===== src/design/dao_map.svh =====
`ifndef DAO_MAP_SVH
`define DAO_MAP_SVH

// register offsets (byte addresses)
`define DAO_REG_CFG 8'h00
`define DAO_REG_STATUS 8'h04

// configuration word fields
`define DAO_CFG_SDLY_LSB 0
`define DAO_CFG_DIR0_LSB 2
`define DAO_CFG_DIR1_LSB 4
`define DAO_CFG_Q115_LSB 6
`define DAO_CFG_GRP_LSB 8
`define DAO_CFG_SUM_BIT 16
`define DAO_CFG_RESET 32'h0000_E400
`define DAO_CFG_MASK 32'h0001_FFFF

// status word fields
`define DAO_ST_MODE_LSB 0
`define DAO_ST_M36_BIT 4
`define DAO_ST_CLAMP_LSB 5
`define DAO_ST_OVF_LSB 7

// arithmetic constants
`define DAO_ACC_W 52
`define DAO_RND_ADD 52'h0_0000_0004_0000
`define DAO_RND_MASK 52'h0_0000_0007_FFFF
`define DAO_SAT_POS 52'h0_0003_FFFF_FFF8
`define DAO_SAT_NEG 52'hF_FFFC_0000_0000

`endif


===== src/design/dao_pkg.sv =====
package dao_pkg;

    typedef enum logic [1:0] {
        MODE_MULT,
        MODE_MAC,
        MODE_ADD2
    } dao_mode_t;

    typedef enum logic [1:0] {
        DIR_DYN,
        DIR_ADD,
        DIR_SUB
    } dao_dir_t;

    typedef enum logic [1:0] {
        SDLY_NONE,
        SDLY_ONE,
        SDLY_TWO
    } dao_sdly_t;

endpackage : dao_pkg


===== src/design/dao_adder_output_stage.sv =====
// Local design decisions: the plain strobed port and the address map.
`timescale 1ns/1ps
`default_nettype none
`include "dao_map.svh"
// Overview of operation
// RQ1: accumulator mode feeds registered total back into the adder.
// RQ2: accumulator adds, subtracts, or follows direction pin; high adds.
// RQ3: clear by output register clear or by sync-load, no lost cycle.
// RQ4: sync-load with zero preload gives the product alone.
// RQ5: sync-load selects preload bus as feedback, product added to it.
// RQ6: preload sets upper 36 bits; low bits come through multiply-by-one.
// RQ7: accumulator is 52 bits; preload covers bits 51 to 16.
// RQ8: overflow flag pulses one cycle even if condition persists.
// RQ9: fabric latches the overflow pulse if it must be kept.
// RQ10: two independent round/saturate enable pairs, one per accumulator.
// RQ11: accumulator round/saturate only with Q1.15 operands.
// RQ12: clamp flag high whenever saturation was applied.
// RQ13: round adds 0x00008000 (1.31); saturate clamps to 0x7FFFFFFF.
// RQ14: each adder has own direction pin; low gives A-B or C-D.
// RQ15: adders use multiplier sign controls, delayed zero, one or two.
// RQ16: optional Q1.15 rounding per adder, no saturation.
// RQ17: adder rounding only with Q1.15 operands.
// RQ18: summation adder adds both first-level adder outputs.
// RQ19: output mux picks products, adder/accumulator or summation.
// RQ20: each output register uses one of four enable/clear groups.
// RQ21: in accumulate mode the output register is the accumulator.
// RQ22: simple mode gives separate products or one 36x36 product.
// RQ23: two 52-bit accumulators; two- and four-product adders.
// RQ24: co-resident modes share the same operand sign settings.
// RQ25: per-half dynamic mode, 36-bit multiply switches whole block.
// RQ26: output register clear zeroes value, accumulator and flags.

module dao_adder_output_stage (
    input wire logic ref_clk,
    input wire logic nrst,
    input wire logic clk_en,
    input wire logic [7:0] reg_addr,
    input wire logic [31:0] reg_wdata,
    input wire logic reg_wr,
    input wire logic reg_rd,
    output logic [31:0] reg_rdata,
    input wire logic [3:0][35:0] prod,
    input wire logic sign_a,
    input wire logic sign_b,
    input wire logic top_adder_direction,
    input wire logic bottom_adder_direction,
    input wire logic top_adder_round_enable,
    input wire logic bottom_adder_round_enable,
    input wire logic [1:0] accum_direction,
    input wire logic [1:0] accum_sload,
    input wire logic [1:0][35:0] accum_preload_upper,
    input wire logic [1:0] accum_round_enable,
    input wire logic [1:0] accum_saturate_enable,
    input wire logic [1:0][1:0] half_mode,
    input wire logic whole_block_m36,
    input wire logic [3:0] out_ena,
    input wire logic [3:0] out_clear,
    output logic [3:0][51:0] result,
    output logic [1:0] accum_overflow,
    output logic [1:0] accum_clamp_flag
);

    logic [31:0] cfg_q;
    logic [31:0] rdata_q;
    logic [1:0] sd1_q;
    logic [1:0] sd2_q;
    logic [3:0][51:0] out_q;
    logic [1:0][51:0] acc_q;
    logic [1:0] ovf_q;
    logic [1:0] prev_q;
    logic [1:0] clamp_q;

    // sign-extend a product when either operand is signed
    function automatic logic [51:0] ext(input logic [35:0] p,
                                        input logic sg);
        ext = {{16{sg & p[35]}}, p};
    endfunction : ext

    // add half an output lsb, then drop the bits below it
    function automatic logic [51:0] rnd(input logic [51:0] x);
        rnd = (x + `DAO_RND_ADD) & ~`DAO_RND_MASK;
    endfunction : rnd

    // ---------------- register port ----------------
    wire logic sel_cfg = reg_addr == `DAO_REG_CFG;
    wire logic sel_st = reg_addr == `DAO_REG_STATUS;
    wire logic [1:0] sdly = cfg_q[`DAO_CFG_SDLY_LSB +: 2];
    wire logic [1:0] q115 = cfg_q[`DAO_CFG_Q115_LSB +: 2];
    wire logic sum_en = cfg_q[`DAO_CFG_SUM_BIT];
    wire logic [31:0] st_word;
    wire logic [31:0] rd_mux;

    assign st_word = {23'h0, prev_q, clamp_q, whole_block_m36,
                      half_mode[1], half_mode[0]};
    assign rd_mux = sel_cfg ? cfg_q : (sel_st ? st_word : 32'h0);
    assign reg_rdata = rdata_q;

    always_ff @(posedge ref_clk or negedge nrst) begin
        if (!nrst) begin
            cfg_q <= `DAO_CFG_RESET;
            rdata_q <= 32'h0;
        end else if (clk_en) begin
            if (reg_wr && sel_cfg) begin
                cfg_q <= reg_wdata & `DAO_CFG_MASK;
            end
            rdata_q <= reg_rd ? rd_mux : 32'h0;
        end
    end

    // ---------------- sign controls ----------------
    wire logic [1:0] sgn_now = {sign_b, sign_a};
    wire logic [1:0] sgn;
    wire logic sg;

    // RQ15 sign pipeline select
    assign sgn = (sdly == dao_pkg::SDLY_NONE) ? sgn_now :
                 (sdly == dao_pkg::SDLY_ONE) ? sd1_q : sd2_q;
    // RQ24 one shared sign setting
    assign sg = |sgn;

    always_ff @(posedge ref_clk or negedge nrst) begin
        if (!nrst) begin
            sd1_q <= 2'h0;
            sd2_q <= 2'h0;
        end else if (clk_en) begin
            sd1_q <= sgn_now;
            sd2_q <= sd1_q;
        end
    end

    // ---------------- enable / clear groups ----------------
    logic [3:0] ld;
    logic [3:0] clr;

    for (genvar i = 0; i < 4; i++) begin : g_grp
        wire logic [1:0] grp = cfg_q[`DAO_CFG_GRP_LSB + 2 * i +: 2];
        // RQ20 group select per output register
        assign ld[i] = clk_en & out_ena[grp];
        assign clr[i] = out_clear[grp];
    end

    // ---------------- per half datapath ----------------
    wire logic [1:0] as_dir = {bottom_adder_direction,
                               top_adder_direction};
    wire logic [1:0] as_rnd = {bottom_adder_round_enable,
                               top_adder_round_enable};
    logic [1:0][51:0] as_res;
    logic [1:0][51:0] mac_res;
    logic [1:0][51:0] acc_d;
    logic [1:0] mac_sat;
    logic [1:0] mac_cond;
    logic [1:0] is_mac;
    dao_pkg::dao_mode_t [1:0] hm;

    for (genvar h = 0; h < 2; h++) begin : g_half
        wire logic [51:0] pa = ext(prod[2 * h], sg);
        wire logic [51:0] pb = ext(prod[2 * h + 1], sg);
        wire logic [51:0] as_raw;
        wire logic [1:0] dmode = cfg_q[`DAO_CFG_DIR0_LSB + 2 * h +: 2];
        wire logic acc_add;
        wire logic [51:0] fb;
        wire logic [52:0] fx;
        wire logic [52:0] px;
        wire logic [52:0] s53;
        wire logic [51:0] r;
        wire logic sat_need;

        assign hm[h] = dao_pkg::dao_mode_t'(half_mode[h]);
        // RQ25 per-half mode, overridden by whole-block modes
        assign is_mac[h] = (hm[h] == dao_pkg::MODE_MAC) &
                           ~whole_block_m36 & ~sum_en;

        // RQ14 high adds, low gives A-B / C-D
        assign as_raw = as_dir[h] ? pa + pb : pa - pb;
        // RQ16 RQ17 optional Q1.15 rounding, no saturation
        assign as_res[h] = (as_rnd[h] & q115[h]) ? rnd(as_raw) : as_raw;

        // RQ2 fixed or dynamic direction
        assign acc_add = (dmode == dao_pkg::DIR_ADD) ? 1'b1 :
                         (dmode == dao_pkg::DIR_SUB) ? 1'b0 :
                         accum_direction[h];
        // RQ3 RQ4 RQ5 RQ6 RQ7 feedback mux: preload or total
        assign fb = accum_sload[h] ? {accum_preload_upper[h], 16'h0}
                                   : acc_q[h];
        assign fx = {sg & fb[51], fb};
        assign px = {sg & pa[51], pa};
        // RQ1 product combined with the running total
        assign s53 = acc_add ? fx + px : fx - px;
        assign acc_d[h] = s53[51:0];
        // RQ8 signed overflow, or carry/borrow when unsigned
        assign mac_cond[h] = sg ? (s53[52] ^ s53[51]) : s53[52];

        // RQ10 RQ11 RQ13 rounding before saturation
        assign r = (accum_round_enable[h] & q115[h]) ? rnd(acc_d[h])
                                                     : acc_d[h];
        assign sat_need = accum_saturate_enable[h] & q115[h] &
                          ~((&r[51:34]) | ~(|r[51:34]));
        // RQ13 clamp to the 1.31 limits
        assign mac_res[h] = sat_need ?
                            (r[51] ? `DAO_SAT_NEG : `DAO_SAT_POS) : r;
        assign mac_sat[h] = sat_need;
    end

    // ---------------- summation and 36x36 ----------------
    wire logic [51:0] sum_r;
    wire logic [71:0] m36_r;
    wire logic [71:0] pp_hh = {{36{sg & prod[0][35]}}, prod[0]};
    wire logic [71:0] pp_hl = {{36{sg & prod[1][35]}}, prod[1]};
    wire logic [71:0] pp_lh = {{36{sg & prod[2][35]}}, prod[2]};
    wire logic [71:0] pp_ll = {36'h0, prod[3]};

    // RQ18 second-level adder
    assign sum_r = as_res[0] + as_res[1];
    // RQ22 partial products of one 36x36 multiply
    assign m36_r = (pp_hh << 36) + (pp_hl << 18) + (pp_lh << 18) + pp_ll;

    // ---------------- output select ----------------
    logic [3:0][51:0] nxt;

    for (genvar i = 0; i < 4; i++) begin : g_sel
        localparam int H = i / 2;
        localparam bit EVEN = (i % 2) == 0;
        wire logic [51:0] m36_w;
        wire logic [51:0] sum_w;
        wire logic [51:0] half_w;

        assign m36_w = (i == 0) ? m36_r[51:0] :
                       (i == 1) ? {32'h0, m36_r[71:52]} : 52'h0;
        assign sum_w = (i == 0) ? sum_r : 52'h0;
        // RQ19 RQ23 half result: accumulator, adder or product
        assign half_w = is_mac[H] ? (EVEN ? mac_res[H] : 52'h0) :
                        (hm[H] == dao_pkg::MODE_ADD2) ?
                        (EVEN ? as_res[H] : 52'h0) : ext(prod[i], sg);
        // RQ19 RQ25 whole-block modes win over half modes
        assign nxt[i] = whole_block_m36 ? m36_w :
                        sum_en ? sum_w : half_w;

        always_ff @(posedge ref_clk or negedge nrst) begin
            if (!nrst) begin
                out_q[i] <= 52'h0;
            end else if (clr[i]) begin
                out_q[i] <= 52'h0;
            end else if (ld[i]) begin
                out_q[i] <= nxt[i];
            end
        end

        // RQ26 clear shows zero at once
        assign result[i] = clr[i] ? 52'h0 : out_q[i];
    end

    // ---------------- accumulator storage and flags ----------------
    for (genvar h = 0; h < 2; h++) begin : g_acc
        wire logic upd = ld[2 * h] & is_mac[h];

        // RQ21 RQ26 total lives with the half's output register
        always_ff @(posedge ref_clk or negedge nrst) begin
            if (!nrst) begin
                acc_q[h] <= 52'h0;
                prev_q[h] <= 1'b0;
                clamp_q[h] <= 1'b0;
            end else if (clr[2 * h]) begin
                acc_q[h] <= 52'h0;
                prev_q[h] <= 1'b0;
                clamp_q[h] <= 1'b0;
            end else if (upd) begin
                acc_q[h] <= acc_d[h];
                prev_q[h] <= mac_cond[h];
                // RQ12 clamp flag
                clamp_q[h] <= mac_sat[h];
            end
        end

        // RQ8 one-cycle pulse on a new overflow
        always_ff @(posedge ref_clk or negedge nrst) begin
            if (!nrst) begin
                ovf_q[h] <= 1'b0;
            end else if (clr[2 * h]) begin
                ovf_q[h] <= 1'b0;
            end else if (clk_en) begin
                ovf_q[h] <= upd & mac_cond[h] & ~prev_q[h];
            end
        end

        assign accum_overflow[h] = clr[2 * h] ? 1'b0 : ovf_q[h];
        assign accum_clamp_flag[h] = clr[2 * h] ? 1'b0 : clamp_q[h];
    end

endmodule : dao_adder_output_stage
`default_nettype wire


===== config.mk =====
export PLATFORM = sky130hd
export DESIGN_NAME = dao_adder_output_stage
export DESIGN_NICKNAME = d
export VERILOG_FILES = /design/src/design/dao_pkg.sv /design/src/design/dao_adder_output_stage.sv
export VERILOG_INCLUDE_DIRS = /design/src /design/src/design
export SDC_FILE = /design/constraint.sdc
export NUM_CORES = 2
export LEC_CHECK = 0
export ABC_CLOCK_PERIOD_IN_PS = 6000
export BUFFER_PORTS_ARGS = -buffer_cell sky130_fd_sc_hd__buf_2
export CORE_MARGIN = 2
export CORE_UTILIZATION = 50
export CTS_CLUSTER_DIAMETER = 60
export DETAILED_ROUTE_END_ITERATION = 12
export GPL_ROUTABILITY_DRIVEN = 0
export PLACE_DENSITY = 0.79
export RECOVER_POWER = 50
export SLEW_MARGIN = 10
export SYNTH_ARGS = -nofsm -noshare
export SYNTH_HDL_FRONTEND = slang
export SYNTH_SLANG_ARGS = --single-unit

===== constraint.sdc =====
create_clock -name ref_clk -period 6 [get_ports ref_clk]
set_clock_uncertainty 0.2 [all_clocks]
set_input_delay 0.3 -clock ref_clk [delete_from_list [all_inputs] [get_ports ref_clk]]
set_output_delay 0.3 -clock ref_clk [all_outputs]
set_load 0.02 [all_outputs]

==> flow_summary.ini, run 1 <==
[global_route]
grt_pass1_wl_um = 402000
grt_start_max_net_pins = 148
grt_pass1_vias = 63700
grt_overflow_total = 13
grtUsageTotal_pct = 63.3

[clock_network]
cts_buffers = 54
cts_root_buf = clkbuf_16
htree_levels = 2
clockBufferDepth = 3
clock-sinks = 326

[run_status]
status = aborted with a tool error
error = [ERROR GRT-0116] Global routing finished with congestion. Check the congestion regions in the DRC Viewer.
stop_stage = global routing

[die]
die_y_um = 291
start_util_pct = 50.4
die_w_um = 291
io_pins = 532
row_count = 105

[yosys]
synth_edf_count = 0
avgSynthCellArea_um2 = 7.94
synth_area_leaders = dfrtp_1 (20%), ha_1 (8.8%), a21oi_1 (5.8%), xnor2_1 (5.3%), xor2_1 (4.1%)
syn_area_um2 = 41200
synth_top_area_share_pct = 19.5
synth_cells = 5193
ys_seq_area_share_pct = 19.8
ys_warn_count = 0
ys.flop_type = dfrtp_1
async_flop_share_pct = 100
ys_types = 117
yosysTopAreaCell = dfrtp_1
ys_ff_latch = 326

[placed_design]
io_buffers = 501
placed_cell_area_um2 = 56000
dpl.hpwl_um = 157000
[cell usage after synthesis (60+ instances only)]
library cell and n:
and2_1 116, dfrtp_1 322, mux2_2 109, clkbuf_1 224, o21ai_0 298, ha_1 289, a21o_1 187, nand2_1 434
a21oi_1 482, a22o_1 138, o21a_1 61, xor2_1 193, xnor2_1 248, and3_1 67, nand2b_1 60, nor2b_1 199
inv_1 107, nor2_1 335, nor3_1 133, nand3_1 103
[repair_timing]
item,CTS
buffers inserted,87
cloned,4
endpoints found under the setup margin,107
hold endpoints to repair,193
hold buffers,91
pin swaps,207
gates resized for setup,328
[metrics by stage]
stage                     worst slack, ps  std cells  utilization, %  TNS [ps]
after floorplan                     -1660       5207               -   -109030
after detailed placement            -2230       7948            68.5   -189150
after CTS                           -1140       8227            74.8    -82780
after global placement              -2000       7948            68.5   -163520
[kinds of logic after synthesis]
logic type / Yosys count / synth area share [%]
compound gates: 1797 / 29.4
xor+xnor: 441 / 9.36
fa+ha+maj: 348 / 11.6
buf+inv: 410 / 4.23
flops: 326 / 19.8
mux: 142 / 3.97
other cells: 1 / 0.00909
simple gates: 1728 / 21.6
[metal layers]
metal	GRT usage, %	GRT overflow
met1	61.4	1
met2	78.9	3
met3	50.4	5
met4	62.4	4
met5	34.3	0
==> run 2, diff against run 1 <==
--- a/config.mk
+++ b/config.mk
@@ -6,14 +6,13 @@
 export SDC_FILE = /design/constraint.sdc
 export NUM_CORES = 2
 export LEC_CHECK = 0
-export ABC_CLOCK_PERIOD_IN_PS = 6000
+export ABC_CLOCK_PERIOD_IN_PS = 7800
 export BUFFER_PORTS_ARGS = -buffer_cell sky130_fd_sc_hd__buf_2
 export CORE_MARGIN = 2
-export CORE_UTILIZATION = 50
-export CTS_CLUSTER_DIAMETER = 60
+export CORE_UTILIZATION = 35
 export DETAILED_ROUTE_END_ITERATION = 12
 export GPL_ROUTABILITY_DRIVEN = 0
-export PLACE_DENSITY = 0.79
+export PLACE_DENSITY_LB_ADDON = 0.15
 export RECOVER_POWER = 50
 export SLEW_MARGIN = 10
 export SYNTH_ARGS = -nofsm -noshare
==> constraint.sdc (replaced) <==
create_clock -name ref_clk -period 7.8 [get_ports ref_clk]
set_clock_uncertainty 0.2 [all_clocks]
set_input_delay 0.39 -clock ref_clk [delete_from_list [all_inputs] [get_ports ref_clk]]
set_output_delay 0.39 -clock ref_clk [all_outputs]
set_load 0.02 [all_outputs]
==> flow_summary.ini, run 2 <==
[yosys]
synth_top_family_by_area = compound AO/OA/AOI/OAI gates
synth_top_area_share_pct = 19.5
ys_warn_count = 0
ys.flop_type = dfrtp_1
synth_area_leaders = dfrtp_1 (20%), ha_1 (8.8%), a21oi_1 (5.8%), xnor2_1 (5.3%), xor2_1 (4.1%)
synth_edf_count = 0
synth_fa_ha_area_share_pct = 11.6
synth_commonest_cells = a21oi_1 (482), nand2_1 (434), nor2_1 (335)
synthMuxAreaShare_pct = 3.97
ys_ff_latch = 326
synth_cells = 5193
synth_compound_gate_area_share_pct = 29.4
yosysTopAreaCell = dfrtp_1
ys_seq_area_share_pct = 19.8
synth_xor_area_share_pct = 9.36
syn_area_um2 = 41200
async_flop_share_pct = 100
synthMostInstantiatedCell = a21oi_1
avgSynthCellArea_um2 = 7.94
ys_types = 117
synth_simple_gate_area_share_pct = 21.6

[timing]
min_period_ps = 7510
fin_crit_sh_pct = 96.3
worst_pin_slew_ps = 4830
relSlewSlack_pct = -222
fmax_mhz = 133
hold_viol = 0
setup_viol = 0
maxSlewViolCount = 453
setup_tns_ps = 0

[critical_path]
crit_fanout = 4
crit_family = simple AND/OR/NAND/NOR gates
critical_path.startpoint = prod[11]
slowest_delay_ps = 570
crit_top_cell = buf_4
cp-start-kind = input pin
crit_arrival_ps = 7830
worstPathRequired_ps = 8120
cp-end-kind = register
critPathBufInv = 6
cp_slowest_cell = o21ai_1
worstSetupPathType = in2reg
rr_startpoint = cfg_q[2]

[run_status]
status = complete, but fails checks
violations = max-capacitance violations, max-slew violations

[global_route]
grt_overflow_total = 0
antenna_found_initial = 25
grtUsageTotal_pct = 32.2
grt_pass1_wl_um = 293000
grt_start_max_net_pins = 79
grt_pass1_vias = 45100

[clock_network]
clock-sinks = 326
clkSlewWorstSetupHoldPaths_ps = 60
clockBufferDepth = 3
clk_latency_ps = 680
cts_buffers = 45
cts_root_buf = clkbuf_16
cts_tree = done
htree_levels = 2

[cells_and_area]
largest_reg_flops = 178
reg_top3 = out_q x178, acc_q x104
final_layout_size_suffix_gt1_share_pct = 30.4
area_growth_pct = 36.6
final_common_cell = buf_4
final_cell_mix = buf_4 (1119), buf_2 (472), a21oi_1 (461), nand2_1 (431), nor2_1 (325)
top_register = out_q
nets = 7303

[die]
die_w_um = 347
start_util_pct = 35.4
io_pins = 532
dieArea_um2 = 121000
design.core.area_um2 = 117000
die_y_um = 347
row_count = 125

[placed_design]
dpl.hpwl_um = 167000
io_buffers = 501

[routing]
vias = 47800
dr.first_iter.drc_count = 4647
post_drt_wl_per_cell_um = 24.7
vias_per_cell = 5.80
drc = 0
routed_wl_um = 203000
dr.pass1.iters = 8
antenna_left = 0

[pwr]
vdd_drop_max_v = 0.000174
power.density_nw_per_um2 = 192
leakagePower_uw = 0.0270
power.total_uw = 10800

[run]
drv_cap = 8

[worst_hold_path]
hp-class = in2reg
worstHoldStart = prod[48]
-- run 2: worst paths after layout --
kind	slack (ps)	to	cells after the start
worst min-delay path	20	out_q[64]	3
worst max register to register	520	out_q[2]	28
worst max-delay path	290	out_q[2]	32
min in group asynchronous	1870	acc_q[54]	2
worst min register to register	270	out_q[54]	1
max in group asynchronous	1860	out_q[79]	3
-- run 2: layer usage --
metal	vias up	track usage, %	part of all wire, %
li1	22200	-	-
met2	2057	52.7	46
met3	467	5.13	7.6
met5	-	0	0.034
met4	10	19.4	7.1
met1	23100	39.7	40
-- run 2: kinds of logic (layout without fill, tap and decap cells) --
family / Yosys count / in the layout
compound gates: 1797 / 1797
xor+xnor: 441 / 441
fa+ha+maj: 348 / 348
buf+inv: 410 / 1903
flops: 326 / 326
mux: 142 / 142
other cells: 1 / 30
simple gates: 1728 / 1728
-- run 2: area by class of cell --
cell class                      instances  area, µm²
Clock buffer                           61       1280
Inverter                              109        413
Antenna cell                           15       37.5
Sequential cell                       326       8160
Timing Repair Buffer                 1714      11900
Tap cell                             1524       1910
Clock inverter                         19        282
Multi-Input combinational cell       4471      32400
Fill cell                           11500      60200
-- run 2: timing repair --
| action | in CTS | in global routing |
|---|---|---|
| buffers inserted | 0 | 21 |
| pin swaps | 0 | 92 |
| gates resized for setup | 5 | 165 |
| cloned | 0 | 1 |
| hold buffers | 72 | 0 |
| hold endpoints to repair | 152 | 0 |
| setup endpoints to repair | 11 | 103 |
-- run 2: report_power, final --
group	switching [µW]	total [µW]	internal, µW
logic	3720	6740	3030
clock network	928	2250	1320
registers	55.5	1810	1760
-- run 2: metrics by stage --
stage                     cell area [µm²]  hold WS, ps  utilization (%)  cells  setup slack [ps]
after detailed placement            53200          250             45.6   8050              -679
after floorplan                     41500         -106                -   5207              18.2
after global placement              53200          254             45.6   8050              -617
after global routing                56300         24.3             48.3   8232             -66.9
after CTS                           55400        0.408             47.6   8202              9.86
final                               56400         24.0             48.4   8239               291
-- run 2: worst register-to-register path, delay by kind of cell, from the launching register on --
family | cells | cell delay [ps]
flip-flops | 1 | 400
AO/OA/AOI/OAI | 14 | 4300
adder cells (fa/ha/maj) | 1 | 330
AND/OR/NAND/NOR | 7 | 850
buffers and inverters | 6 | 1090
Note: power is estimated with default switching activity, not from simulation.
